`config.mk`:
```
export PLATFORM = sky130hd
export DESIGN_NAME = pagio_top
export DESIGN_NICKNAME = d
export VERILOG_FILES = /design/src/hw/pagio_top.v /design/src/hw/pagio_sync.v
export VERILOG_INCLUDE_DIRS = /design/src /design/src/hw
export SDC_FILE = /design/constraint.sdc
export NUM_CORES = 1
export LEC_CHECK = 0
export ABC_AREA = 1
export BUFFER_PORTS_ARGS = -buffer_cell sky130_fd_sc_hd__clkbuf_2
export CAP_MARGIN = 20
export CORE_UTILIZATION = 34
export CTS_CLUSTER_SIZE = 30
export DETAILED_ROUTE_END_ITERATION = 7
export PLACE_DENSITY_LB_ADDON = 0.15
export SLEW_MARGIN = 5
export SYNTH_ARGS = -nofsm -noshare
export SYNTH_HDL_FRONTEND = slang
export SYNTH_SLANG_ARGS = --single-unit
```
`constraint.sdc`:
```
create_clock -name CLK -period 3.1 [get_ports CLK]
set_input_delay 0.31 -clock CLK [delete_from_list [all_inputs] [get_ports CLK]]
set_output_delay 0.31 -clock CLK [all_outputs]
set_load 0.05 [all_outputs]
```
`src/hw/pagio_defs.vh`:
```
`ifndef PAGIO_DEFS_VH
`define PAGIO_DEFS_VH

// Register indices; byte address is four times the index
`define PAGIO_IDX_DATA      10'h005
`define PAGIO_IDX_CMP       10'h01f
`define PAGIO_IDX_DIR       10'h085
`define PAGIO_IDX_VREF      10'h09f

// Reset values
`define PAGIO_RST_DATA      8'h00
`define PAGIO_RST_DIR       8'hff
`define PAGIO_RST_CMP       6'h00
`define PAGIO_RST_VREF      8'h00

// Pin positions
`define PAGIO_PIN_VREF      2
`define PAGIO_PIN_CMP1      3
`define PAGIO_PIN_OD        4
`define PAGIO_PIN_IN_ONLY   5
`define PAGIO_PIN_QUARTER_CLOCK_OUT    6
`define PAGIO_PIN_OSCIN     7

// Comparator control fields
`define PAGIO_CMP_MODE_LSB  0
`define PAGIO_CMP_MODE_MSB  2
`define PAGIO_CMP_CIS       3
`define PAGIO_CMP_C1INV     4
`define PAGIO_CMP_C2INV     5
`define PAGIO_CMP_C1OUT     6
`define PAGIO_CMP_C2OUT     7

// Comparator modes with a special pin use
`define PAGIO_CM_RESET      3'h0
`define PAGIO_CM_PIN_OUT    3'h6
`define PAGIO_CM_OFF        3'h7

// Reference control fields
`define PAGIO_VR_EN         7
`define PAGIO_VR_OE         6
`define PAGIO_VR_UNUSED     4

// Direction bit 5 always reads as input
`define PAGIO_DIR_RD_ONES   8'h20

// Clock output divides the core clock by four
`define PAGIO_QUARTER_CLOCK_OUT_DIV    4

`endif

```
`src/hw/pagio_top.v`:
```
// What this block does
// - Eight-bit output latch, one bit for each pin 0 to 7.
// - Pin 4 only pulls low, and its input also feeds the timer clock.
// - Pin 5 is input only and never driven.
// - Direction bit 1 turns the driver off, 0 drives the latch bit.
// - Data reads return pin levels; data writes load the latch.
// - Every data write samples pins and stores the latch; only with byte lane 0 set does it merge in selected bits.
// - Pins chosen as comparator inputs read as zero.
// - Reset sets all inputs, disables digital inputs, grounds comparator inputs.
// - Pins 6 and 7 claimed by the oscillator ignore direction and read zero.
// - Direction bits still govern drivers on comparator input pins.
// - Comparator outputs reach pins 3 and 4 only with direction bits clear.
// - Master clear on pin 5 holds the device in reset while low.
// - In resistor or internal RC mode pin 6 can give a quarter clock.
// - Comparator outputs and the clock out replace the latch; comparator inputs and the reference on pin 2 leave drivers to direction bits.
// - Comparator and reference control registers select the pin functions.
//
// Our own choice: the APB slave port.
`include "pagio_defs.vh"
`default_nettype none

module pagio_top #(
   parameter AW = 12
) (
   input  wire          CLK,          // Core clock, 40 MHz
   input  wire          RST,          // Synchronous reset, active high
   input  wire          PSEL,         // APB select
   input  wire          PENABLE,      // APB access phase
   input  wire          PWRITE,       // APB direction, high for write
   input  wire [AW-1:0] PADDR,        // APB byte address
   input  wire [31:0]   PWDATA,       // APB write data
   input  wire [3:0]    PSTRB,        // APB byte strobes
   output reg           PREADY,       // APB ready
   output reg  [31:0]   PRDATA,       // APB read data
   output reg           PSLVERR,      // APB error, unmapped address
   input  wire [7:0]    PA_IN,        // Port pin levels
   output reg  [7:0]    PA_OUT,       // Port pin drive values
   output reg  [7:0]    PA_OE,        // Port pin output enables
   input  wire [1:0]    CMP_RESULT,   // Raw comparator results, asynchronous
   input  wire [1:0]    OSC_CLAIM,    // Oscillator owns pin 6 (bit 0) and pin 7 (bit 1)
   input  wire          QUARTER_CLOCK_OUT_EN,    // Resistor or internal RC mode with clock out
   input  wire          MASTER_CLEAR_PIN_EN,      // Pin 5 acts as master clear
   output reg           T0_CLK_IN,    // Synchronised pin 4 level for timer 0
   output reg           MASTER_CLEAR_PIN_RESET,   // Device reset request from pin 5
   output reg  [3:0]    ANALOG_SEL,   // Pins 0 to 3 used as comparator inputs
   output reg           CMP_IN_GND,   // Comparator inputs tied to ground
   output reg  [5:0]    CMP_CTRL,     // Comparator control to the analog block
   output reg  [7:0]    VREF_CTRL,    // Reference control to the analog block
   output reg           VREF_ON_PIN2  // Reference voltage routed to pin 2
);

   localparam ST_IDLE = 1'b0;
   localparam ST_ACC  = 1'b1;

   reg  [7:0]  latch_r;
   reg  [7:0]  dir_r;
   reg  [5:0]  cmp_r;
   reg  [7:0]  vref_r;
   reg  [1:0]  div_r;
   reg         clkq_r;
   reg         master_clear_pin_r;
   reg         st_r;
   reg  [7:0]  latch_nxt;
   reg  [7:0]  rdata_nxt;
   reg         err_nxt;
   reg  [7:0]  out_nxt;
   reg  [7:0]  oe_nxt;
   wire [9:0]  sync_q;
   wire [7:0]  pin_s;
   wire [1:0]  cmp_s;
   wire        rst_i;
   wire [9:0]  idx;
   wire        aligned;
   wire        setup;
   wire        acc_wr;
   wire [2:0]  cm;
   wire [3:0]  ana;
   wire        c1out;
   wire        c2out;
   wire        pin_out_mode;
   wire [7:0]  pin_read;
   wire [7:0]  wmask;
   wire        wr_data;
   wire        wr_dir;
   wire        wr_cmp;
   wire        wr_vref;

   // Comparator inputs, pins 0..3, per mode and input switch
   function [3:0] analog_mask;
      input [2:0] mode;
      input       cis;
      begin
         case (mode)
            3'h0:    analog_mask = 4'hf;
            3'h1:    analog_mask = cis ? 4'hf : 4'hb;
            3'h2:    analog_mask = 4'hf;
            3'h3:    analog_mask = 4'h7;
            3'h4:    analog_mask = 4'hf;
            3'h5:    analog_mask = 4'h6;
            3'h6:    analog_mask = 4'h7;
            default: analog_mask = 4'h0;
         endcase
      end
   endfunction

   function mapped;
      input [9:0] i;
      begin
         mapped = (i == `PAGIO_IDX_DATA) || (i == `PAGIO_IDX_CMP) ||
                  (i == `PAGIO_IDX_DIR)  || (i == `PAGIO_IDX_VREF);
      end
   endfunction

   // Control registers take a write only with byte lane 0 set
   function lane0_hit;
      input [9:0] i;
      input [9:0] target;
      input       wr;
      input [3:0] strb;
      begin
         lane0_hit = wr && strb[0] && (i == target);
      end
   endfunction

   pagio_sync #(
      .W (10)
   ) u_sync (
      .CLK (CLK),
      .RST (RST),
      .D   ({CMP_RESULT, PA_IN}),
      .Q   (sync_q)
   );

   assign pin_s = sync_q[7:0];
   assign cmp_s = sync_q[9:8];

   // Master clear also resets this port, as it does the rest of the device
   assign rst_i = RST | master_clear_pin_r;

   assign idx     = PADDR[11:2];
   assign aligned = (PADDR[1:0] == 2'b00);
   assign setup   = PSEL & ~PENABLE;
   // Unmapped or unaligned accesses answer with an error and never write
   assign acc_wr  = PSEL & PENABLE & PREADY & PWRITE & ~PSLVERR;

   assign cm           = cmp_r[`PAGIO_CMP_MODE_MSB:`PAGIO_CMP_MODE_LSB];
   assign ana          = analog_mask(cm, cmp_r[`PAGIO_CMP_CIS]);
   assign c1out        = cmp_s[0] ^ cmp_r[`PAGIO_CMP_C1INV];
   assign c2out        = cmp_s[1] ^ cmp_r[`PAGIO_CMP_C2INV];
   assign pin_out_mode = (cm == `PAGIO_CM_PIN_OUT);

   // Live pin levels with analog and oscillator pins masked to zero
   assign pin_read = pin_s & ~{OSC_CLAIM, 2'b00, ana};

   // Byte lane 1 selects the bits a write changes; without it all eight change
   assign wmask = PSTRB[1] ? PWDATA[15:8] : 8'hff;

   // Write strobes, one per register
   assign wr_data = acc_wr && (idx == `PAGIO_IDX_DATA);
   assign wr_dir  = lane0_hit(idx, `PAGIO_IDX_DIR, acc_wr, PSTRB);
   assign wr_cmp  = lane0_hit(idx, `PAGIO_IDX_CMP, acc_wr, PSTRB);
   assign wr_vref = lane0_hit(idx, `PAGIO_IDX_VREF, acc_wr, PSTRB);

   // A data write without lane 0 still refreshes the latch from the pins
   always @*
   begin
      latch_nxt = latch_r;
      if (wr_data && PSTRB[0])
         latch_nxt = (pin_read & ~wmask) | (PWDATA[7:0] & wmask);
      else if (wr_data)
         latch_nxt = pin_read;
   end

   always @*
   begin
      rdata_nxt = 8'h00;
      err_nxt   = ~aligned | ~mapped(idx);
      if (!err_nxt)
      begin
         case (idx)
            `PAGIO_IDX_DATA: rdata_nxt = pin_read;
            `PAGIO_IDX_CMP:  rdata_nxt = {c2out, c1out, cmp_r};
            `PAGIO_IDX_DIR:  rdata_nxt = dir_r | `PAGIO_DIR_RD_ONES;
            `PAGIO_IDX_VREF: rdata_nxt = vref_r & ~(8'h01 << `PAGIO_VR_UNUSED);
            default:         rdata_nxt = 8'h00;
         endcase
      end
   end

   // Pin drivers; peripherals are given priority over the latch
   always @*
   begin
      out_nxt = latch_r;
      oe_nxt  = ~dir_r;
      if (pin_out_mode)
      begin
         out_nxt[`PAGIO_PIN_CMP1] = c1out;
         out_nxt[`PAGIO_PIN_OD]   = c2out;
      end
      // Open drain: drive only a low, release for a high
      oe_nxt[`PAGIO_PIN_OD]  = ~dir_r[`PAGIO_PIN_OD] & ~out_nxt[`PAGIO_PIN_OD];
      out_nxt[`PAGIO_PIN_OD] = 1'b0;
      out_nxt[`PAGIO_PIN_IN_ONLY] = 1'b0;
      oe_nxt[`PAGIO_PIN_IN_ONLY]  = 1'b0;
      if (OSC_CLAIM[1])
      begin
         out_nxt[`PAGIO_PIN_OSCIN] = 1'b0;
         oe_nxt[`PAGIO_PIN_OSCIN]  = 1'b0;
      end
      // Clock output wins over the oscillator claim on pin 6
      if (QUARTER_CLOCK_OUT_EN)
      begin
         out_nxt[`PAGIO_PIN_QUARTER_CLOCK_OUT] = clkq_r;
         oe_nxt[`PAGIO_PIN_QUARTER_CLOCK_OUT]  = 1'b1;
      end
      else if (OSC_CLAIM[0])
      begin
         out_nxt[`PAGIO_PIN_QUARTER_CLOCK_OUT] = 1'b0;
         oe_nxt[`PAGIO_PIN_QUARTER_CLOCK_OUT]  = 1'b0;
      end
   end

   // Clear is taken from the synchronised level so reset never sees a metastable pin
   always @(posedge CLK)
   begin
      if (RST)
         master_clear_pin_r <= 1'b0;
      else
         master_clear_pin_r <= MASTER_CLEAR_PIN_EN & ~pin_s[`PAGIO_PIN_IN_ONLY];
   end

   // Quarter clock; runs free so pin 6 keeps toggling across register writes
   always @(posedge CLK)
   begin
      if (rst_i)
      begin
         div_r  <= 2'b00;
         clkq_r <= 1'b0;
      end
      else
      begin
         div_r  <= div_r + 2'b01;
         clkq_r <= (div_r >= (`PAGIO_QUARTER_CLOCK_OUT_DIV / 2)) ? 1'b1 : 1'b0;
      end
   end

   // Port latch and control registers
   always @(posedge CLK)
   begin
      if (rst_i)
      begin
         latch_r <= `PAGIO_RST_DATA;
         dir_r   <= `PAGIO_RST_DIR;
         cmp_r   <= `PAGIO_RST_CMP;
         vref_r  <= `PAGIO_RST_VREF;
      end
      else
      begin
         latch_r <= latch_nxt;
         if (wr_dir)
            dir_r <= PWDATA[7:0];
         if (wr_cmp)
            cmp_r <= PWDATA[5:0];
         if (wr_vref)
            vref_r <= PWDATA[7:0] & ~(8'h01 << `PAGIO_VR_UNUSED);
      end
   end

   // APB slave: one wait-free access phase, read data captured in setup
   always @(posedge CLK)
   begin
      if (rst_i)
      begin
         st_r    <= ST_IDLE;
         PREADY  <= 1'b0;
         PRDATA  <= 32'h0000_0000;
         PSLVERR <= 1'b0;
      end
      else
      begin
         case (st_r)
            ST_IDLE:
            begin
               if (setup)
               begin
                  st_r    <= ST_ACC;
                  PREADY  <= 1'b1;
                  PSLVERR <= err_nxt;
                  PRDATA  <= PWRITE ? 32'h0000_0000 : {24'h00_0000, rdata_nxt};
               end
               else
               begin
                  PREADY  <= 1'b0;
                  PSLVERR <= 1'b0;
               end
            end
            ST_ACC:
            begin
               st_r    <= ST_IDLE;
               PREADY  <= 1'b0;
               PSLVERR <= 1'b0;
            end
            default:
            begin
               st_r    <= ST_IDLE;
               PREADY  <= 1'b0;
               PSLVERR <= 1'b0;
            end
         endcase
      end
   end

   // Registered pin and side outputs
   always @(posedge CLK)
   begin
      if (RST)
      begin
         PA_OUT       <= 8'h00;
         PA_OE        <= 8'h00;
         T0_CLK_IN    <= 1'b0;
         MASTER_CLEAR_PIN_RESET   <= 1'b0;
         ANALOG_SEL   <= 4'hf;
         CMP_IN_GND   <= 1'b1;
         CMP_CTRL     <= `PAGIO_RST_CMP;
         VREF_CTRL    <= `PAGIO_RST_VREF;
         VREF_ON_PIN2 <= 1'b0;
      end
      else
      begin
         PA_OUT       <= out_nxt;
         PA_OE        <= oe_nxt;
         // Timer input is already synchronised; the timer needs no stage of its own
         T0_CLK_IN    <= pin_s[`PAGIO_PIN_OD];
         MASTER_CLEAR_PIN_RESET   <= master_clear_pin_r;
         ANALOG_SEL   <= ana;
         CMP_IN_GND   <= (cm == `PAGIO_CM_RESET);
         CMP_CTRL     <= cmp_r;
         VREF_CTRL    <= vref_r;
         // Driver on pin 2 is left to the direction bit; software keeps it an input
         VREF_ON_PIN2 <= vref_r[`PAGIO_VR_EN] & vref_r[`PAGIO_VR_OE];
      end
   end

endmodule

`default_nettype wire

```
`src/hw/pagio_sync.v`:
```
`default_nettype none

module pagio_sync #(
   parameter W = 8
) (
   input  wire         CLK,  // Core clock
   input  wire         RST,  // Synchronous reset, active high
   input  wire [W-1:0] D,    // Asynchronous levels
   output reg  [W-1:0] Q     // Synchronised levels
);

   reg [W-1:0] meta_r;

   // First stage feeds only the second
   always @(posedge CLK)
   begin
      if (RST)
      begin
         meta_r <= {W{1'b0}};
         Q      <= {W{1'b0}};
      end
      else
      begin
         meta_r <= D;
         Q      <= meta_r;
      end
   end

endmodule

`default_nettype wire

```
Yosys cells after proc, flatten, opt, wreduce, memory -nomap -nowiden:

Cells that the tools add are included.

* bits in registers: 124
* input port bits: 67
* output and inout port bits: 72
* logic and storage cells: 98

* $add $sub $neg: 1
* $lt $le $gt $ge: 1
* eq/ne operators: 10
* mux-type cells: 18
* bitwise logic cells: 27
* reduce and logical (&&, ||, !) cells: 16

Operator list (number)
* 2-to-1 mux 8 bit: 5
* case mux 8 bit (4 select lines): 1
* AND 8 bit: 3
* inverter 8 bit: 3
* == test 10 x 8 -> 1 bit (second input constant): 2
* case mux 4 bit (4 select lines): 1
* == test 10 x 3 -> 1 bit (second input constant): 1
* == test 10 x 5 -> 1 bit (second input constant): 1
* == test 3 bit (second input constant): 3
* AND 1 bit: 8
* inverter 1 bit: 8
* bitwise OR 8 bit: 1
* 2-to-1 mux 1 bit: 7
* == test 3 x 2 -> 1 bit (second input constant): 2
* logical AND 1 bit: 6
* case mux 1 bit (2 select lines): 2
* OR reduction 2 bit: 2
* == test 3 x 1 -> 1 bit (second input constant): 1
* zero test 3 bit: 1
* logical OR 1 bit: 3
* 2-to-1 mux 3 bit: 1
* OR reduction 3 bit: 1
* adder 2 x 1 -> 2 bit (second input constant): 1
* greater-or-equal comparator 2 bit (second input constant): 1
* 6 further kinds: 8

Logic depth before layout (Yosys ltp):

Gate-level depths: netlist of the first run.

* word-level depth: 8
* depth in mapped cells: 11
* gate-level depth less buffers: 10

Modules after synthesis:

From an unflattened synthesis of the first run, not the netlist that was laid out.

* cell total of the unflattened synthesis: 506
* area total of the unflattened synthesis: 3801.1 um^2

By module, submodules not included
* pagio_top: times used 1, cells an instance 444, area an instance 3228.1 um^2, sequential area each 1501.4 um^2
* pagio_sync: times used 1, cells an instance 62, area an instance 573.0 um^2, sequential area each 400.4 um^2

Worst setup path after synthesis of the first run:

OpenSTA, ideal clock, no wires.

* path kind: register to register
* start point: register, netlist name st_r
* end point: register vref_r[1]
* library setup time: 127 ps
* arrival: 1623 ps
* data required time: 2973 ps
* setup slack: 1350 ps
* cell stages (with the launch flop): 7
* buffers on the path: 1
* clock period less this slack: 1750 ps
* cells stage by stage: dfxtp_1 nand3_1 nor3_4 nand4_1 clkbuf_1 o21ai_0 a21oi_1

RTL lines
* to (signal assigned): RTL line pagio_top.v:255 `` vref_r <= `PAGIO_RST_VREF; ``
* to (signal assigned): RTL line pagio_top.v:265 `` vref_r <= PWDATA[7:0] & ~(8'h01 << `PAGIO_VR_UNUSED); ``
* to (decl): RTL line pagio_top.v:58 `reg [7:0] vref_r;`

Worst setup path in the final report of the first run:

* start point: input PADDR[7]
* end point: register cmp_r[5]

* cells in the longest elaborated chain, start to end: 2

RTL lines
* from (decl): RTL line pagio_top.v:30 `input wire [AW-1:0] PADDR,`
* == test 10 x 5 -> 1 bit: RTL line pagio_top.v:121 `lane0_hit = wr && strb[0] && (i == target);`
* logical AND 1 bit: RTL line pagio_top.v:121
* to (signal assigned): RTL line pagio_top.v:254 `` cmp_r <= `PAGIO_RST_CMP; ``
* to (signal assigned): RTL line pagio_top.v:263 `cmp_r <= PWDATA[5:0];`
* to (decl): RTL line pagio_top.v:57 `reg [5:0] cmp_r;`

No other way between the ends.
A chain may end at the register's enable or synchronous reset.

==> results of run 1 <==
[worst max-delay path, delay by kind of cell]
family | cells | cell delay (ns)
simple gates | 4 | 1.19
buf+inv | 3 | 0.30
compound gates | 2 | 0.22
[final cells by class]
class	count	area (sq um)	share of cell area (%)
Sequential cell	95	1902	40.17
Tap cell	140	175.2	3.700
Timing Repair Buffer	94	478.0	10.10
Clock inverter	3	90.09	1.903
Multi-Input combinational cell	327	1538	32.48
Inverter	80	301.5	6.369
Clock buffer	13	250.2	5.285
[flip-flops by register name, indices dropped and copies added (netlist names), 7 cells and up]
name           flops
PA_OE              7
PRDATA             8
VREF_CTRL          7
dir_r              7
latch_r            7
u_sync.Q          10
u_sync.meta_r     10
vref_r             7
[power groups by stage]
stage	sequential, W	combinational [W]	clock, W
after floorplan	0.00128	0.000170	0
after global placement	0.00127	0.000210	0
after detailed placement	0.00127	0.000212	0
after CTS	0.00125	0.000213	0.00129
after global routing	0.00125	0.000233	0.00134
final	0.00125	0.000211	0.00127
[final timing paths]
kind / slack [ns] / cells past startpoint / end
setup / recovery: 1.31 / 9 / cmp_r[5]
hold / removal: 0.15 / 3 / u_sync.meta_r[0]
setup reg to reg: 1.31 / 5 / vref_r[5]
hold reg to reg: 0.40 / 2 / u_sync.Q[7]
[layer usage]
| metal | share of wire [%] | track usage (%) | routed length (um) | vias to the layer above |
|---|---|---|---|---|
| met5 | 0 | 0 | 0 | - |
| met4 | 2.0 | 6.476 | 184 | 0 |
| met3 | 6.3 | 4.327 | 579 | 18 |
| met2 | 44 | 25.52 | 4065 | 105 |
| met1 | 48 | 22.39 | 4428 | 1429 |
| li1 | - | - | - | 1721 |
[through the flow]
step | setup slack (ns) | total power, W | util, % | area (sq um) | hold WS, ns
6_report | 1.307 | 0.002722 | 42.92 | 4735 | 0.1478
5_1_grt | 1.068 | 0.002818 | 42.92 | 4735 | 0.1577
4_1_cts | 1.295 | 0.002748 | 42.92 | 4735 | 0.1429
3_5_place_dp | 1.020 | 0.001486 | 39.84 | 4394 | 0.3942
3_3_place_gp | 1.072 | 0.001483 | 39.84 | 4394 | 0.3929
2_1_floorplan | 1.350 | 0.001452 | - | 4019 | 0.3861
[cell families after synthesis]
kind of cell,Yosys count,share of synthesized area [%]
AOI/OAI and AO/OA,61,9.230
adders and majority gates,1,0.3193
buffers and inverters,123,14.79
other,1,0.09572
xor gates and xnor gates,1,0.2236
and+or+nand+nor,236,26.80
DFF,95,48.55
[cell usage in the layout (no fill, tap or decap), types with 2 or more instances in the layout]
master     synthesis  final
clkbuf_2           0     91
dfxtp_1           95     95
clkbuf_1          10      3
bufinv_16          0      3
o21ai_1            3      3
o211ai_1           5      5
nand2_1           72     72
o21bai_2           4      4
a21oi_1           24     24
nand3b_1           2      2
nor2_1           113    113
o21ai_0           19     19
inv_1             79     79
o21ai_2            3      3
nand4_1           13     13
nor3_1             3      3
nand3_1           22     22
conb_1             1     28
a211oi_1           2      2
buf_4             28      3
clkbuf_16          0      9
nor2_4             4      4
==> results.cfg, run 1 <==
[run_status]
status = finished clean

[logic_synthesis]
async_flop_share_pct = 0
synth-seq-cells = 95
yosys.area.top_type = dfxtp_1
synth.area.top_cells = dfxtp_1 (49%), nor2_1 (11%), inv_1 (7.6%)
yosysMostFrequentCell = nor2_1
synth.distinct_cells = 33
ys_seq_area_share_pct = 48.55
ys_warn_count = 0
synth_top_cell_area_share_pct = 48.55
synth_edf_count = 0
synth_ff_type = dfxtp_1
yosys-top-cells-count = nor2_1 (113), dfxtp_1 (95), inv_1 (79), nand2_1 (72), buf_4 (28)
synth_area_sq_um = 3918
syn_inst = 518
syn_area_per_cell_sq_um = 7.563

[worst_hold_path]
hold_path_class = in2reg
hp-start = PA_IN[0]

[global_route]
antenna_found_initial = 0
grt_max_degree = 50
gr-usage-all-layers_pct = 16.67
grt_overflow = 0
grt_pass1_vias = 3032
grt_pass1_wl_um = 14880

[die]
die-area_sq_um = 11960
num_io_pins = 139
die_y_um = 109.3
die_w_um = 109.3
start_util_pct = 35.51
rows = 38
core-area_sq_um = 11030

[clock_network]
postCtsHoldBufs = 0
insertion_delay_ns = 0.34
clock-sinks = 95
post_cts_resized = 0
postCtsSetupRepairBufs = 0
tritoncts = done
clockRootBuffer = clkbuf_16
numCtsBuffers = 9
htree_levels = 3
clk_path_buf_depth = 2
clk_pin_slew_ns = 0.07

[sta]
setup_viol = 0
slew_violations = 0
rsz0062_at_grt = no
finalSetupTns_ns = 0
period_share_pct = 57.84
fin_skew_ns = 0.008943
hold_violations = 0
tightest_slew_ns = 0.7199
clock.fmax_mhz = 557.7
min_period_ns = 1.793
relSlewSlack_pct = 51.96

[route]
vias = 3273
antenna_left = 0
drt-total-wl_um = 9257
viasPerCell = 4.352
drt_iter0_drc = 148
routedWlPerCell_um = 12.31
drc_errors = 0
drtPass1Iterations = 4

[critical_path]
cp_max_fo = 15
cp_cell_sequence = clkbuf_2, inv_1, nand2_1, nor2_4, nand3_1, nor2_1, inv_1, o21ai_0, a21oi_1
cp.arrival_ns = 2.02
r2r-start = st_r
slowest_stage = nor2_1
critPathLaunchType = input port
critical_path_class = in2reg
cpMostUsedCell = inv_1
cp.required_ns = 3.33
crit_path_start = PADDR[7]
max_stage_delay_ns = 0.52
cp-end-kind = flip-flop

[power]
internal-power_w = 0.002096
clockPowerShare_pct = 46.5
power_frac_seq_pct = 45.8
ir_drop_mv = 0.2895
power_density_nw_per_um2 = 574.9
switchingPower_w = 0.0006264
power.leakage_nw = 2.338
comb_power_share_pct = 7.7
p_sw_share_pct = 23.01

[final_layout]
diodes = 0
syn_to_final_growth_pct = 20.86
drive_above_1_share_pct = 20.42
instances_no_fill = 752
nFillCells = 1191
nets = 675

[placement]
place_inst = 736
gp_congestion = 0.7880
portBuffers = 91
hpwlAfterDp_um = 6847

[flow_run]
drv_cap = 0
(Power assumes the default switching activity.)
==> run 2: changes to the inputs <==
==> constraint.sdc (replaced) <==
create_clock -name CLK -period 1.8 [get_ports CLK]
set_input_delay 0.18 -clock CLK [delete_from_list [all_inputs] [get_ports CLK]]
set_output_delay 0.18 -clock CLK [all_outputs]
set_load 0.05 [all_outputs]
==> run 2 against run 1 <==
Wire length up 0.76%. Count of clock-buffer cells in the layout shrank 1. Register-to-register slack got worse by 1.0 ns. Critical path type is now reg2reg. Highest routed layer unchanged.
==> results.cfg, run 2 (synthesis gave the netlist of run 1 again) <==
[power]
comb_power_share_pct = 8.7
power_frac_seq_pct = 49.9
power.leakage_nw = 2.342
switchingPower_w = 0.001103
p_sw_share_pct = 25.67
power_density_nw_per_um2 = 906.8
ir_drop_mv = 0.4010
clockPowerShare_pct = 41.4
internal-power_w = 0.003195

[final_layout]
final_core_util_pct = 42.97
diodes = 0
reg_top3 = u_sync.Q: 10 flops, u_sync.meta_r: 10 flops, PRDATA: 8 flops
instances_no_fill = 761
nets = 684
drive_above_1_share_pct = 21.74
final_cell_mix = nor2_1 (113), dfxtp_1 (95), clkbuf_2 (91), inv_1 (79), nand2_1 (72)
syn_to_final_growth_pct = 20.98
final_common_cell = nor2_1
nFillCells = 1173

[sta]
tightest_slew_ns = 0.7698
relSlewSlack_pct = 48.62
rsz0062_at_grt = no
hold_violations = 0
setup_viol = 0
slew_violations = 0
clock.fmax_mhz = 668.2
fin_skew_ns = 0.007787
finalSetupTns_ns = 0
min_period_ns = 1.496
period_share_pct = 83.14

[critical_path]
critPathLaunchType = flip-flop
max_stage_delay_ns = 0.34
cp.arrival_ns = 1.73
critical_path_class = reg2reg
cp.required_ns = 2.03
cp_num_cells = 8
cp-end-kind = flip-flop
crit_family = simple AND/OR/NAND/NOR gates
slowest_stage = dfxtp_1
cp_max_fo = 11
critPathBufInv = 3
r2r_cells = 8
cpMostUsedCell = inv_1
cp_cell_sequence = nand3_1, nor3_4, inv_1, nor2_1, buf_4, inv_1, o21ai_0, a21oi_1

[global_route]
top_usage_layer = met2
grt_pass1_vias = 3057
grt_pass1_wl_um = 14870
globalRouteMet3Util_pct = 3.023
grt_max_degree = 35
use_met2_pct = 26.42
antenna_found_initial = 0
grt_overflow = 0
met1_usage_pct = 22.26
gr-usage-all-layers_pct = 16.60

[placement]
gp_congestion = 0.8074
portBuffers = 91
place_inst = 745
hpwlAfterDp_um = 7100

[die]
start_util_pct = 35.51
rows = 38
die_w_um = 109.3
num_io_pins = 139
die-area_sq_um = 11960
core-area_sq_um = 11030
die_y_um = 109.3

[route]
drc_errors = 0
drtPass1Iterations = 5
drt_iter0_drc = 144
antenna_left = 0
viasPerCell = 4.340
drt-total-wl_um = 9327
routedWlPerCell_um = 12.26
vias = 3303

[clock_network]
postCtsSetupRepairBufs = 0
clock-sinks = 95
clk_path_buf_depth = 2
post_cts_resized = 0
htree_levels = 3
insertion_delay_ns = 0.34
tritoncts = done
clockRootBuffer = clkbuf_16
numCtsBuffers = 9
clk_pin_slew_ns = 0.07
postCtsHoldBufs = 0

[worst_hold_path]
hold_path_class = in2reg
whs_path_depth = 3

[flow_run]
drv_cap = 0

[run_status]
status = finished clean
## run 2: changes by cell type in the layout (fill, tap and decap cells not counted)
cell,change
buf_4,+9
bufinv_16,-3
clkbuf_1,-1
clkinv_4,+1
clkinvlp_4,+3
## run 2: worst register-to-register path, cell delays in order, from the launching register on
cell and delay (ns):
dfxtp_1 0.34, nand3_1 0.15, nor3_4 0.30, inv_1 0.07, nor2_1 0.09, buf_4 0.17, inv_1 0.06, o21ai_0 0.16
a21oi_1 0.05
## run 2: path summary, 6_finish.rpt
| path | start | end | slack, ns |
|---|---|---|---|
| setup / recovery | st_r | cmp_r[5] | 0.30 |
| hold / removal | PA_IN[1] | u_sync.meta_r[1] | 0.02 |
| setup reg to reg | st_r | cmp_r[5] | 0.30 |
| hold reg to reg | u_sync.meta_r[2] | u_sync.Q[2] | 0.40 |
## run 2: per-stage QoR
step	setup WS [ns]	hold WS, ns	total power, W	area (sq um)
floorplan	0.04972	0.2561	0.002500	4019
global placement	0.3099	0.3757	0.002561	4462
detailed placement	0.2652	0.3759	0.002567	4462
CTS	0.3013	0.01898	0.004345	4740
global route	0.1342	0.03250	0.004485	4740
finish	0.3035	0.02450	0.004298	4740
## run 2: area by class of cell
type | count | area (sq um) | share of cell area [%]
clock buffer | 12 | 246.5 | 5.201
clock inverter | 4 | 31.28 | 0.6600
inverter | 80 | 301.5 | 6.362
multi-input combinational | 327 | 1538 | 32.44
sequential | 95 | 1902 | 40.13
tap | 140 | 175.2 | 3.696
timing repair buffer | 103 | 545.5 | 11.51
## run 2: power by group through the flow
| stage | logic (W) | clock network [W] | registers [W] |
|---|---|---|---|
| global placement | 0.000368 | 0 | 0.00219 |
| CTS | 0.000375 | 0.00182 | 0.00214 |
| floorplan | 0.000293 | 0 | 0.00221 |
| finish | 0.000372 | 0.00178 | 0.00214 |
| detailed placement | 0.000374 | 0 | 0.00219 |
| global route | 0.000406 | 0.00193 | 0.00215 |
## run 2: metal layers
layer	vias up	share of wire (%)	wire, um
met2	96	44	4126
li1	1740	-	-
met1	1455	48	4472
met4	0	1.8	165
met5	-	0	0
met3	12	6.0	562
